## src/rtl/hcs_pkg.sv

```systemverilog
// constants and types shared by the heater current sampler
package hcs_pkg;
   // clock rate and the millisecond tick derived from it
   localparam int CLK_MHZ = 125;
   localparam int TICK_US = 1000;
   localparam int TICK_CYC = CLK_MHZ * TICK_US;

   // measurement window, in ms, and its length in ticks
   localparam int MEAS_MS = 100;
   localparam logic [8:0] MEAS_TICKS = 9'(MEAS_MS * 1000 / TICK_US);

   // settle delay limits and reset value, in ms
   localparam logic [8:0] DLY_MIN = 9'h014;
   localparam logic [8:0] DLY_MAX = 9'h12c;
   localparam logic [8:0] DLY_RST = 9'h01e;

   // watched output code: 0..1 control outputs, 2..4 event outputs
   localparam logic [2:0] SEL_MAX = 3'h4;
   localparam logic [2:0] SEL_RST = 3'h0;

   // sense mode values
   localparam logic MODE_BURN = 1'b0;
   localparam logic MODE_MEAS = 1'b1;

   // register byte offsets
   localparam logic [4:0] REG_CFG1 = 5'h00;
   localparam logic [4:0] REG_CFG2 = 5'h04;
   localparam logic [4:0] REG_CUR1 = 5'h08;
   localparam logic [4:0] REG_CUR2 = 5'h0c;
   localparam logic [4:0] REG_STAT = 5'h10;

   // field positions in a config register, and the status field stride
   localparam int MODE_BIT = 0;
   localparam int SEL_LSB = 4;
   localparam int DLY_LSB = 16;
   localparam int STAT_STRIDE = 4;

   typedef enum logic [2:0] {
      HCS_IDLE = 3'b001,
      HCS_WAIT = 3'b010,
      HCS_MEAS = 3'b100
   } hcs_state_t;
endpackage

```

## src/rtl/hcs_sampler.sv

```systemverilog
// two-channel heater current sampling sequencer with avalon-mm registers
`timescale 1ns/1ps
module hcs_sampler #(
   parameter int CHANNELS = 2,
   parameter int CUR_W = 12,
   parameter int TICK_CYC = hcs_pkg::TICK_CYC
) (
   input wire logic clk_sys,
   input wire logic rst_b,
   input wire logic [4:0] avs_address,
   input wire logic avs_read,
   input wire logic avs_write,
   input wire logic [31:0] avs_writedata,
   input wire logic [3:0] avs_byteenable,
   output logic [31:0] avs_readdata,
   output logic avs_waitrequest,
   input wire logic [4:0] mon_outputs,
   input wire logic [CUR_W-1:0] ct1_sample,
   input wire logic [CUR_W-1:0] ct2_sample,
   output logic [CUR_W-1:0] on_cur_1,
   output logic [CUR_W-1:0] off_cur_1,
   output logic on_valid_1,
   output logic off_valid_1,
   output logic [CUR_W-1:0] disp_cur_1,
   output logic [CUR_W-1:0] on_cur_2,
   output logic [CUR_W-1:0] off_cur_2,
   output logic on_valid_2,
   output logic off_valid_2,
   output logic [CUR_W-1:0] disp_cur_2
);
   localparam int TC_W = $clog2(TICK_CYC + 1);

   // millisecond tick shared by both channels
   logic [TC_W-1:0] tick_cnt_r;
   logic [TC_W-1:0] tick_cnt_nxt;
   logic tick_r;
   logic tick_nxt;

   always_comb begin
      tick_nxt = 1'b0;
      tick_cnt_nxt = tick_cnt_r + TC_W'(1);
      if (tick_cnt_r == TC_W'(TICK_CYC - 1)) begin
         tick_cnt_nxt = '0;
         tick_nxt = 1'b1;
      end
   end

   always_ff @(posedge clk_sys or negedge rst_b) begin
      if (!rst_b) begin
         tick_cnt_r <= '0;
         tick_r <= 1'b0;
      end else begin
         tick_cnt_r <= tick_cnt_nxt;
         tick_r <= tick_nxt;
      end
   end

   // per-channel state, sized for two so absent channels read as zero, bar their idle code in status
   hcs_pkg::hcs_state_t st_r [2];
   hcs_pkg::hcs_state_t st_nxt [2];
   logic [8:0] cnt_r [2];
   logic [8:0] cnt_nxt [2];
   logic mode_r [2];
   logic mode_nxt [2];
   logic mode_d_r [2];
   logic mode_d_nxt [2];
   logic [2:0] sel_r [2];
   logic [2:0] sel_nxt [2];
   logic [8:0] dly_r [2];
   logic [8:0] dly_nxt [2];
   logic lvl_r [2];
   logic lvl_nxt [2];
   logic phase_r [2];
   logic phase_nxt [2];
   logic [CUR_W-1:0] peak_r [2];
   logic [CUR_W-1:0] peak_nxt [2];
   logic [CUR_W-1:0] on_r [2];
   logic [CUR_W-1:0] on_nxt [2];
   logic [CUR_W-1:0] off_r [2];
   logic [CUR_W-1:0] off_nxt [2];
   logic [CUR_W-1:0] disp_r [2];
   logic [CUR_W-1:0] disp_nxt [2];
   logic on_v_r [2];
   logic on_v_nxt [2];
   logic off_v_r [2];
   logic off_v_nxt [2];
   logic [CUR_W-1:0] samp [2];
   logic cfg_we [2];
   logic wait_r;

   assign samp[0] = ct1_sample;
   assign samp[1] = ct2_sample;
   // a write lands on the edge where waitrequest is low
   assign cfg_we[0] = avs_write && !wait_r &&
                      (avs_address == hcs_pkg::REG_CFG1);
   assign cfg_we[1] = avs_write && !wait_r &&
                      (avs_address == hcs_pkg::REG_CFG2);

   genvar gi;
   generate
      for (gi = 0; gi < 2; gi++) begin : g_ch
         localparam bit PRESENT = (gi < CHANNELS);
         logic lvl;
         logic chg;
         logic [8:0] dly_w;
         logic [CUR_W-1:0] pk;

         always_comb begin
            lvl = mon_outputs[sel_r[gi]];
            chg = (lvl != lvl_r[gi]);
            pk = (samp[gi] > peak_r[gi]) ? samp[gi] : peak_r[gi];
            dly_w = {avs_byteenable[3] ? avs_writedata[24] : dly_r[gi][8],
                     avs_byteenable[2] ? avs_writedata[23:16] :
                     dly_r[gi][7:0]};
            st_nxt[gi] = st_r[gi];
            cnt_nxt[gi] = cnt_r[gi];
            mode_nxt[gi] = mode_r[gi];
            mode_d_nxt[gi] = mode_r[gi];
            sel_nxt[gi] = sel_r[gi];
            dly_nxt[gi] = dly_r[gi];
            lvl_nxt[gi] = lvl;
            phase_nxt[gi] = phase_r[gi];
            peak_nxt[gi] = peak_r[gi];
            on_nxt[gi] = on_r[gi];
            off_nxt[gi] = off_r[gi];
            on_v_nxt[gi] = 1'b0;
            off_v_nxt[gi] = 1'b0;
            if (cfg_we[gi] && avs_byteenable[0]) begin
               mode_nxt[gi] = avs_writedata[hcs_pkg::MODE_BIT];
               if (avs_writedata[hcs_pkg::SEL_LSB +: 3] <= hcs_pkg::SEL_MAX)
                  sel_nxt[gi] = avs_writedata[hcs_pkg::SEL_LSB +: 3];
            end
            if (cfg_we[gi] && (avs_byteenable[2] || avs_byteenable[3])) begin
               if (dly_w < hcs_pkg::DLY_MIN)
                  dly_nxt[gi] = hcs_pkg::DLY_MIN;
               else if (dly_w > hcs_pkg::DLY_MAX)
                  dly_nxt[gi] = hcs_pkg::DLY_MAX;
               else
                  dly_nxt[gi] = dly_w;
            end
            if (mode_r[gi] != mode_d_r[gi]) begin
               // a mode change drops any half-done measurement
               st_nxt[gi] = hcs_pkg::HCS_IDLE;
               cnt_nxt[gi] = '0;
               // clear a stale off result at once
               if (mode_r[gi] == hcs_pkg::MODE_MEAS)
                  off_nxt[gi] = '0;
            end else if (mode_r[gi] == hcs_pkg::MODE_MEAS) begin
               off_nxt[gi] = '0;
               case (st_r[gi])
                  hcs_pkg::HCS_IDLE: begin
                     if (tick_r) begin
                        st_nxt[gi] = hcs_pkg::HCS_MEAS;
                        cnt_nxt[gi] = '0;
                        peak_nxt[gi] = '0;
                     end
                  end
                  hcs_pkg::HCS_MEAS: begin
                     peak_nxt[gi] = pk;
                     if (tick_r) begin
                        cnt_nxt[gi] = cnt_r[gi] + 9'h001;
                        if (cnt_r[gi] == hcs_pkg::MEAS_TICKS - 9'h001) begin
                           on_nxt[gi] = pk;
                           on_v_nxt[gi] = 1'b1;
                           cnt_nxt[gi] = '0;
                           peak_nxt[gi] = '0;
                        end
                     end
                  end
                  default: st_nxt[gi] = hcs_pkg::HCS_IDLE;
               endcase
            end else if (chg) begin
               st_nxt[gi] = hcs_pkg::HCS_WAIT;
               cnt_nxt[gi] = '0;
               phase_nxt[gi] = lvl;
            end else begin
               case (st_r[gi])
                  hcs_pkg::HCS_IDLE: st_nxt[gi] = hcs_pkg::HCS_IDLE;
                  hcs_pkg::HCS_WAIT: begin
                     if (tick_r) begin
                        cnt_nxt[gi] = cnt_r[gi] + 9'h001;
                        if (cnt_r[gi] == dly_r[gi]) begin
                           st_nxt[gi] = hcs_pkg::HCS_MEAS;
                           cnt_nxt[gi] = '0;
                           peak_nxt[gi] = '0;
                        end
                     end
                  end
                  hcs_pkg::HCS_MEAS: begin
                     peak_nxt[gi] = pk;
                     if (tick_r) begin
                        cnt_nxt[gi] = cnt_r[gi] + 9'h001;
                        if (cnt_r[gi] == hcs_pkg::MEAS_TICKS - 9'h001) begin
                           st_nxt[gi] = hcs_pkg::HCS_IDLE;
                           cnt_nxt[gi] = '0;
                           if (phase_r[gi]) begin
                              on_nxt[gi] = pk;
                              on_v_nxt[gi] = 1'b1;
                           end else begin
                              off_nxt[gi] = pk;
                              off_v_nxt[gi] = 1'b1;
                           end
                        end
                     end
                  end
                  default: st_nxt[gi] = hcs_pkg::HCS_IDLE;
               endcase
            end
            disp_nxt[gi] = on_nxt[gi];
            if (!PRESENT) begin
               st_nxt[gi] = hcs_pkg::HCS_IDLE;
               cnt_nxt[gi] = '0;
               mode_nxt[gi] = hcs_pkg::MODE_BURN;
               mode_d_nxt[gi] = hcs_pkg::MODE_BURN;
               sel_nxt[gi] = hcs_pkg::SEL_RST;
               dly_nxt[gi] = hcs_pkg::DLY_RST;
               lvl_nxt[gi] = 1'b0;
               phase_nxt[gi] = 1'b0;
               peak_nxt[gi] = '0;
               on_nxt[gi] = '0;
               off_nxt[gi] = '0;
               disp_nxt[gi] = '0;
               on_v_nxt[gi] = 1'b0;
               off_v_nxt[gi] = 1'b0;
            end
         end

         always_ff @(posedge clk_sys or negedge rst_b) begin
            if (!rst_b) begin
               st_r[gi] <= hcs_pkg::HCS_IDLE;
               cnt_r[gi] <= '0;
               mode_r[gi] <= hcs_pkg::MODE_BURN;
               mode_d_r[gi] <= hcs_pkg::MODE_BURN;
               sel_r[gi] <= hcs_pkg::SEL_RST;
               dly_r[gi] <= hcs_pkg::DLY_RST;
               lvl_r[gi] <= 1'b0;
               phase_r[gi] <= 1'b0;
               peak_r[gi] <= '0;
               on_r[gi] <= '0;
               off_r[gi] <= '0;
               disp_r[gi] <= '0;
               on_v_r[gi] <= 1'b0;
               off_v_r[gi] <= 1'b0;
            end else begin
               st_r[gi] <= st_nxt[gi];
               cnt_r[gi] <= cnt_nxt[gi];
               mode_r[gi] <= mode_nxt[gi];
               mode_d_r[gi] <= mode_d_nxt[gi];
               sel_r[gi] <= sel_nxt[gi];
               dly_r[gi] <= dly_nxt[gi];
               lvl_r[gi] <= lvl_nxt[gi];
               phase_r[gi] <= phase_nxt[gi];
               peak_r[gi] <= peak_nxt[gi];
               on_r[gi] <= on_nxt[gi];
               off_r[gi] <= off_nxt[gi];
               disp_r[gi] <= disp_nxt[gi];
               on_v_r[gi] <= on_v_nxt[gi];
               off_v_r[gi] <= off_v_nxt[gi];
            end
         end

      end
   endgenerate

   // avalon slave: one wait cycle, then a single-cycle answer
   logic wait_nxt;
   logic [31:0] rdata_r;
   logic [31:0] rdata_nxt;

   always_comb begin
      wait_nxt = 1'b1;
      rdata_nxt = rdata_r;
      if ((avs_read || avs_write) && wait_r) begin
         wait_nxt = 1'b0;
         if (avs_read) begin
            rdata_nxt = '0;
            case (avs_address)
               hcs_pkg::REG_CFG1, hcs_pkg::REG_CFG2: begin
                  if (avs_address == hcs_pkg::REG_CFG1 || CHANNELS > 1) begin
                     rdata_nxt[hcs_pkg::MODE_BIT] = mode_r[avs_address[2]];
                     rdata_nxt[hcs_pkg::SEL_LSB +: 3] = sel_r[avs_address[2]];
                     rdata_nxt[hcs_pkg::DLY_LSB +: 9] = dly_r[avs_address[2]];
                  end
               end
               hcs_pkg::REG_CUR1: rdata_nxt[CUR_W-1:0] = disp_r[0];
               hcs_pkg::REG_CUR2: rdata_nxt[CUR_W-1:0] = disp_r[1];
               hcs_pkg::REG_STAT: begin
                  for (int k = 0; k < 2; k++) begin
                     rdata_nxt[k*hcs_pkg::STAT_STRIDE +: 4] =
                        {lvl_r[k], st_r[k]};
                  end
               end
               default: rdata_nxt = '0;
            endcase
         end
      end
   end

   always_ff @(posedge clk_sys or negedge rst_b) begin
      if (!rst_b) begin
         wait_r <= 1'b1;
         rdata_r <= '0;
      end else begin
         wait_r <= wait_nxt;
         rdata_r <= rdata_nxt;
      end
   end

   assign avs_waitrequest = wait_r;
   assign avs_readdata = rdata_r;
   assign on_cur_1 = on_r[0];
   assign off_cur_1 = off_r[0];
   assign on_valid_1 = on_v_r[0];
   assign off_valid_1 = off_v_r[0];
   assign disp_cur_1 = disp_r[0];
   assign on_cur_2 = on_r[1];
   assign off_cur_2 = off_r[1];
   assign on_valid_2 = on_v_r[1];
   assign off_valid_2 = off_v_r[1];
   assign disp_cur_2 = disp_r[1];
endmodule

```

## config.mk

```make
export PLATFORM = sky130hd
export DESIGN_NAME = hcs_sampler
export DESIGN_NICKNAME = d
export VERILOG_FILES = /design/src/rtl/hcs_pkg.sv /design/src/rtl/hcs_sampler.sv
export SDC_FILE = /design/constraint.sdc
export NUM_CORES = 1
export LEC_CHECK = 0
export ABC_AREA = 1
export BUFFER_PORTS_ARGS = -buffer_cell sky130_fd_sc_hd__clkbuf_2
export CORE_MARGIN = 3
export CORE_UTILIZATION = 31
export DETAILED_ROUTE_END_ITERATION = 10
export GPL_TIMING_DRIVEN = 0
export PLACE_DENSITY_LB_ADDON = 0.2
export SLEW_MARGIN = 10
export SYNTH_ARGS = -nofsm -noshare
export SYNTH_HDL_FRONTEND = slang
export SYNTH_SLANG_ARGS = --single-unit
```

## constraint.sdc

```tcl
create_clock -name clk_sys -period 2.5 [get_ports clk_sys]
set_input_delay 0.375 -clock clk_sys [delete_from_list [all_inputs] [get_ports clk_sys]]
set_output_delay 0.375 -clock clk_sys [all_outputs]
set_load 0.02 [all_outputs]
```

# --- Word level (Yosys, flattened, before mapping) ---
# Index checks and enable logic that the tools add are counted.
classes:
  n_bitwise: 5
  reduce_logical: 42
  addsub: 3
  n_lt_le_gt_ge: 10
  muxes: 155
  eq_ne: 49
ops:
  columns: ["cell", "count"]
  rows:
  - ["$mux 12", 49]
  - ["$mux 9", 23]
  - ["$pmux 12 s2", 4]
  - ["$pmux 9 s2", 4]
  - ["$mux 3", 18]
  - ["$mux 1", 43]
  - ["$reduce_and 7->1", 4]
  - ["$gt 12x12->1", 2]
  - ["$ne 3x3->1 const B", 8]
  - ["$ne 4x4->1 const B", 6]
  - ["$pmux 3 s2", 4]
  - ["$reduce_and 6->1", 4]
  - ["$ne 5x5->1 const B", 4]
  - ["$reduce_bool 2->1", 10]
  - ["$add 9x1->9 const B", 2]
  - ["$eq 9x7->1 const B", 2]
  - ["$eq 9x9->1", 2]
  - ["$gt 9x9->1 const B", 2]
  - ["$lt 9x5->1 const B", 2]
  - ["$add 17x1->17 const B", 1]
  - ["$eq 17x17->1 const B", 1]
  - ["$mux 17", 1]
  - ["$mux 8", 2]
  - ["$ne 2x2->1 const B", 8]
  - ["30 further kinds", 58]
totals:
  out_inout_bits: 109
  reg_bits: 172
  wordCells: 294
  inputBits: 74

# --- Logic depth before layout (Yosys ltp) ---
logic_depth:
  depth_word: 9
  depth_mapped: 14
  ltp_nobuf: 14

# --- Least setup slack after synthesis ---
# OpenSTA, ideal clock, no wires.
synth_path:
  path_kind: "register -> register"
  start: "reg mode_r (netlist bit mode_d_nxt[1])"
  end: "reg peak_r[13] (netlist bit)"
  path_buffers: 3
  t_required_ns: 2.381
  stages_incl_launch_ff: 12
  setup_slack_ns: 0.333
  setup_ns: 0.119
  period_less_slack_ns: 2.167
  arrival_time_ns: 2.049
  path_cell_list: "dfrtp_1 > buf_2 > inv_2 > buf_1 > ha_1 > a21oi_1 > nand2_1 > a21oi_1 > nand2_1 > buf_2 > nand2_1 > nand2_1"
synth_via:
  elab_chain_cells: 3
  elab_cells_between_ends: 10
  cone_classes: "6 x eq/ne; 1 x mux; 1 x bitwise; 2 x reduce/logical"
synth_lines:
  columns: ["item", "line", "source"]
  rows:
  - ["start: declaration", "hcs_sampler.sv:63", "logic mode_r [2];"]
  - ["start signal: indexed assignment", "hcs_sampler.sv:232", "mode_r[gi] <= hcs_pkg::MODE_BURN;"]
  - ["start signal: indexed assignment", "hcs_sampler.sv:247", "mode_r[gi] <= mode_nxt[gi];"]
  - ["$ne 1x1->1", "hcs_sampler.sv:141", "if (mode_r[gi] != mode_d_r[gi]) begin"]
  - ["$not 1->1 (no line)", null, null]
  - ["$reduce_and 7->1 (no line)", null, null]
  - ["end signal: indexed assignment", "hcs_sampler.sv:253", "peak_r[gi] <= peak_nxt[gi];"]
  - ["end: declaration", "hcs_sampler.sv:75", "logic [CUR_W-1:0] peak_r [2];"]
# Parallel ways exist; a longest one is shown, timed or not.
# A chain may end at the register's enable or synchronous reset.

# --- Worst setup path after layout ---
layout_path:
  start: "reg mode_r (netlist bit mode_d_nxt[0])"
  end: "reg cnt_r[6] (netlist bit)"
layout_via:
  elab_chain_cells: 3
  elab_cells_between_ends: 8
  cone_classes: "4 x eq/ne; 2 x mux; 2 x reduce/logical"
layout_lines:
  columns: ["item", "line", "source"]
  rows:
  - ["$ne 1x1->1", "hcs_sampler.sv:141", null]
  - ["$ne 5x5->1 (no line) (tied with other cells)", null, null]
  - ["$reduce_and 4->1 (no line)", null, null]
  - ["end signal: indexed assignment", "hcs_sampler.sv:246", "cnt_r[gi] <= cnt_nxt[gi];"]
  - ["end: declaration", "hcs_sampler.sv:61", "logic [8:0] cnt_r [2];"]
# Parallel ways exist; a longest one is shown, timed or not.

==> flow_metrics.py <==
metrics = {
    "logic_synthesis": {
        "synthCells": 1383,
        "syn_avg_cell_area_um2": 7.42,
        "synth-xor-area-share_pct": 1.96,
        "ys_ff_latch": 172,
        "synth_warnings": 0,
        "synth_edf_count": 0,
        "synth_top_area_cell": "dfrtp_1",
        "synth_compound_area_share_pct": 12.5,
        "synth_top_family_by_area": "simple AND/OR/NAND/NOR gates",
        "synth_mux_area_share_pct": 0.0976,
        "synth.area.top_cells": "dfrtp_1, nand2_1, o21ai_0, inv_1, nand3_1",
        "ys_types": 48,
        "synthTopCellsByCount": "nand2_1, dfrtp_1, inv_1",
        "ys_seq_area_share_pct": 42.1,
        "yosysMostFrequentCell": "nand2_1",
        "synth-async-reset-ratio_pct": 100,
        "synth_simple_gate_area_share_pct": 29.4,
        "synth_ff_type": "dfrtp_1",
        "synth_fa_ha_area_share_pct": 4.02,
        "synth_area_mm2": 0.0103,
        "synth_top_cell_area_share_pct": 39.3,
    },
    "cts": {
        "cts_sinks": 172,
        "cts_root_buf": "clkbuf_16",
        "path_clk_slew_ns": 0.07,
        "clock_path_buffers": 2,
        "clock_latency_ns": 0.46,
        "cts-buffers-inserted": 17,
        "tritoncts": "yes",
        "cts_max_level": 4,
    },
    "placement": {
        "dp_hpwl_um": 24100,
        "dp_cells": 1979,
        "port_buffers": 149,
        "routabilityCongestion": 0.921,
    },
    "final_layout": {
        "fin_cells": 2013,
        "fill_cells": 3461,
        "fin_util_pct": 38.3,
        "multi_input_area_mm2": 0.00496,
        "finalNetCount": 1671,
        "final_layout_size_suffix_gt1_share_pct": 18.9,
        "areaGrowthSynthToFinish_pct": 19.5,
        "final-seq-area_mm2": 0.00432,
    },
    "route": {
        "wl_per_cell_um": 15.4,
        "ant_nets": 0,
        "drt_iter0_drc": 608,
        "drc": 0,
        "vias": 9689,
        "dr.pass1.iters": 5,
        "viasPerCell": 4.81,
        "drt_wl_total_um": 31000,
    },
    "min_path": {
        "hold_path.class": "input port to register",
    },
    "worst_setup_path": {
        "crit_fanout": 10,
        "crit_required_ns": 2.83,
        "endpoint_kind": "register",
        "arrival_ns": 2.65,
        "cp-start-kind": "register",
        "crit_type": "register to register",
    },
    "timing": {
        "report.final.hold_viol_count": 0,
        "max_freq_ghz": 0.431,
        "worstMarginPinSlew_ns": 0.655,
        "maxSlewViolCount": 0,
        "relSlewSlack_pct": 55.9,
        "final.setup_skew_ns": 0.0145,
        "final.setup.tns_ns": 0,
        "rsz0062_at_grt": "yes",
        "layout_min_cycle_time_ns": 2.32,
        "period_share_pct": 92.9,
        "setup_viol": 0,
        "hold_ws_ns": 0.0842,
    },
    "power": {
        "p_leak_nw": 6.30,
        "peakVddDrop_uv": 451,
        "p_per_area_mw_per_mm2": 622,
    },
    "die": {
        "die_area_mm2": 0.0353,
        "io_pins": 183,
        "start_util_pct": 32.0,
        "rows": 65,
        "die_w_um": 188,
        "core-area_mm2": 0.0320,
        "die_y_um": 188,
    },
    "outcome": {
        "status": "complete, no violations",
    },
    "global_routing": {
        "grt_max_degree": 64,
        "grt_usage_pct": 17.7,
        "grt_first_pass_wirelength_um": 50300,
        "antenna_found_initial": 1,
        "grt.overflow.total": 0,
        "grt_pass1_vias": 9466,
    },
    "flow_run": {
        "maxCapViolCount": 0,
    },
}
==> state kept, by name (all words and copies together) (netlist names), 6 cells and up <==
name / cells
off_cur_2: 12
tick_cnt_r: 17
disp_cur_1: 12
sel_r: 6
cnt_r: 18
dly_r: 18
off_cur_1: 12
peak_r: 24
disp_cur_2: 12
avs_readdata: 21
st_r: 6
==> cells in the final DEF, fill, tap and decap left out, drive strengths merged, types with 5 or more instances in the layout <==
| cell | netlist | layout |
|---|---|---|
| nand2 | 436 | 436 |
| nand4 | 51 | 51 |
| nand3 | 95 | 95 |
| conb | 1 | 11 |
| o211ai | 6 | 6 |
| dfrtp | 161 | 161 |
| ha | 33 | 33 |
| a22oi | 5 | 5 |
| a221oi | 7 | 7 |
| clkbuf | 19 | 185 |
| nor3 | 17 | 17 |
| o21ai | 146 | 146 |
| a21oi | 46 | 46 |
| o22ai | 6 | 6 |
| a31oi | 5 | 5 |
| buf | 59 | 61 |
| clkinv | 4 | 6 |
| nor2 | 85 | 85 |
| nor4 | 7 | 7 |
| dfstp | 11 | 11 |
| xor2 | 11 | 11 |
| xnor2 | 12 | 12 |
| inv | 143 | 151 |
==> routing by layer <==
layer / up-vias / wire (µm) / GRT usage, %
met5: - / 0 / 0
met4: 0 / 642 / 5.69
met3: 49 / 1140 / 2.97
met2: 221 / 15000 / 30.0
met1: 4543 / 14200 / 23.0
li1: 4876 / - / -
==> power breakdown <==
part | internal, mW | leakage (nW) | switching (mW) | total, mW
clock network | 1.41 | 0.277 | 1.30 | 2.71
registers | 3.01 | 2.26 | 0.204 | 3.22
logic | 0.545 | 3.76 | 1.16 | 1.70
total | 4.97 | 6.30 | 2.65 | 7.62
==> what timing repair did <==
item,in CTS,in global routing
setup buffers,0,1
hold buffers,1,0
endpoints found under the hold margin,51,0
resized for setup,1,14
setup endpoints to repair,33,67
==> worst max-delay path, cell delays in order (launching register included) <==
cell        delay [ns]
dfrtp_1           0.39
clkbuf_2          0.29
clkinvlp_4        0.14
ha_1              0.36
inv_1             0.18
nand4_1           0.11
nand2_1           0.08
clkinv_1          0.29
nand2_4           0.25
o21ai_0           0.09
==> layout make-up <==
class                   count  share of cell area (%)
multi-input cells         996                    40.5
flip-flops and latches    172                    35.2
repair buffers            153                    6.75
inverters                 147                    4.57
well taps                 435                    4.44
plain buffers              77                    3.82
clock buffers              17                    3.47
clock inverters            15                    1.27
diodes                      1                  0.0204
==> final timing paths <==
path	slack [ns]	depth (start not counted)	from	to
max in group asynchronous	1.05	4	rst_b	st_r[0]
min reg2reg	0.42	0	mode_d_nxt[1]	mode_d_r[1]
max	0.18	9	mode_d_nxt[0]	cnt_r[6]
min in group asynchronous	0.43	2	rst_b	peak_r[21]
min	0.08	2	avs_read	avs_waitrequest
max reg2reg	0.18	9	mode_d_nxt[0]	cnt_r[6]
==> stage by stage <==
stage	area [µm²]	setup WS, ns	power [mW]
after floorplan	10300	0.333	4.37
after global placement	11600	-2.32	4.92
after detailed placement	11600	-0.181	4.95
after CTS	12200	0.00883	7.67
after global routing	12300	-0.00587	8.07
final	12300	0.178	7.62
==> cells by family (layout without fill, tap and decap cells) <==
logic type	Yosys count	count (layout)
AOI/OAI and AO/OA	229	229
other	1	12
and+or+nand+nor	699	699
DFF	172	172
buffers and inverters	225	409
xor gates and xnor gates	23	23
adders and majority gates	33	33
muxes	1	1
Power figures use the tool's default switching activity.
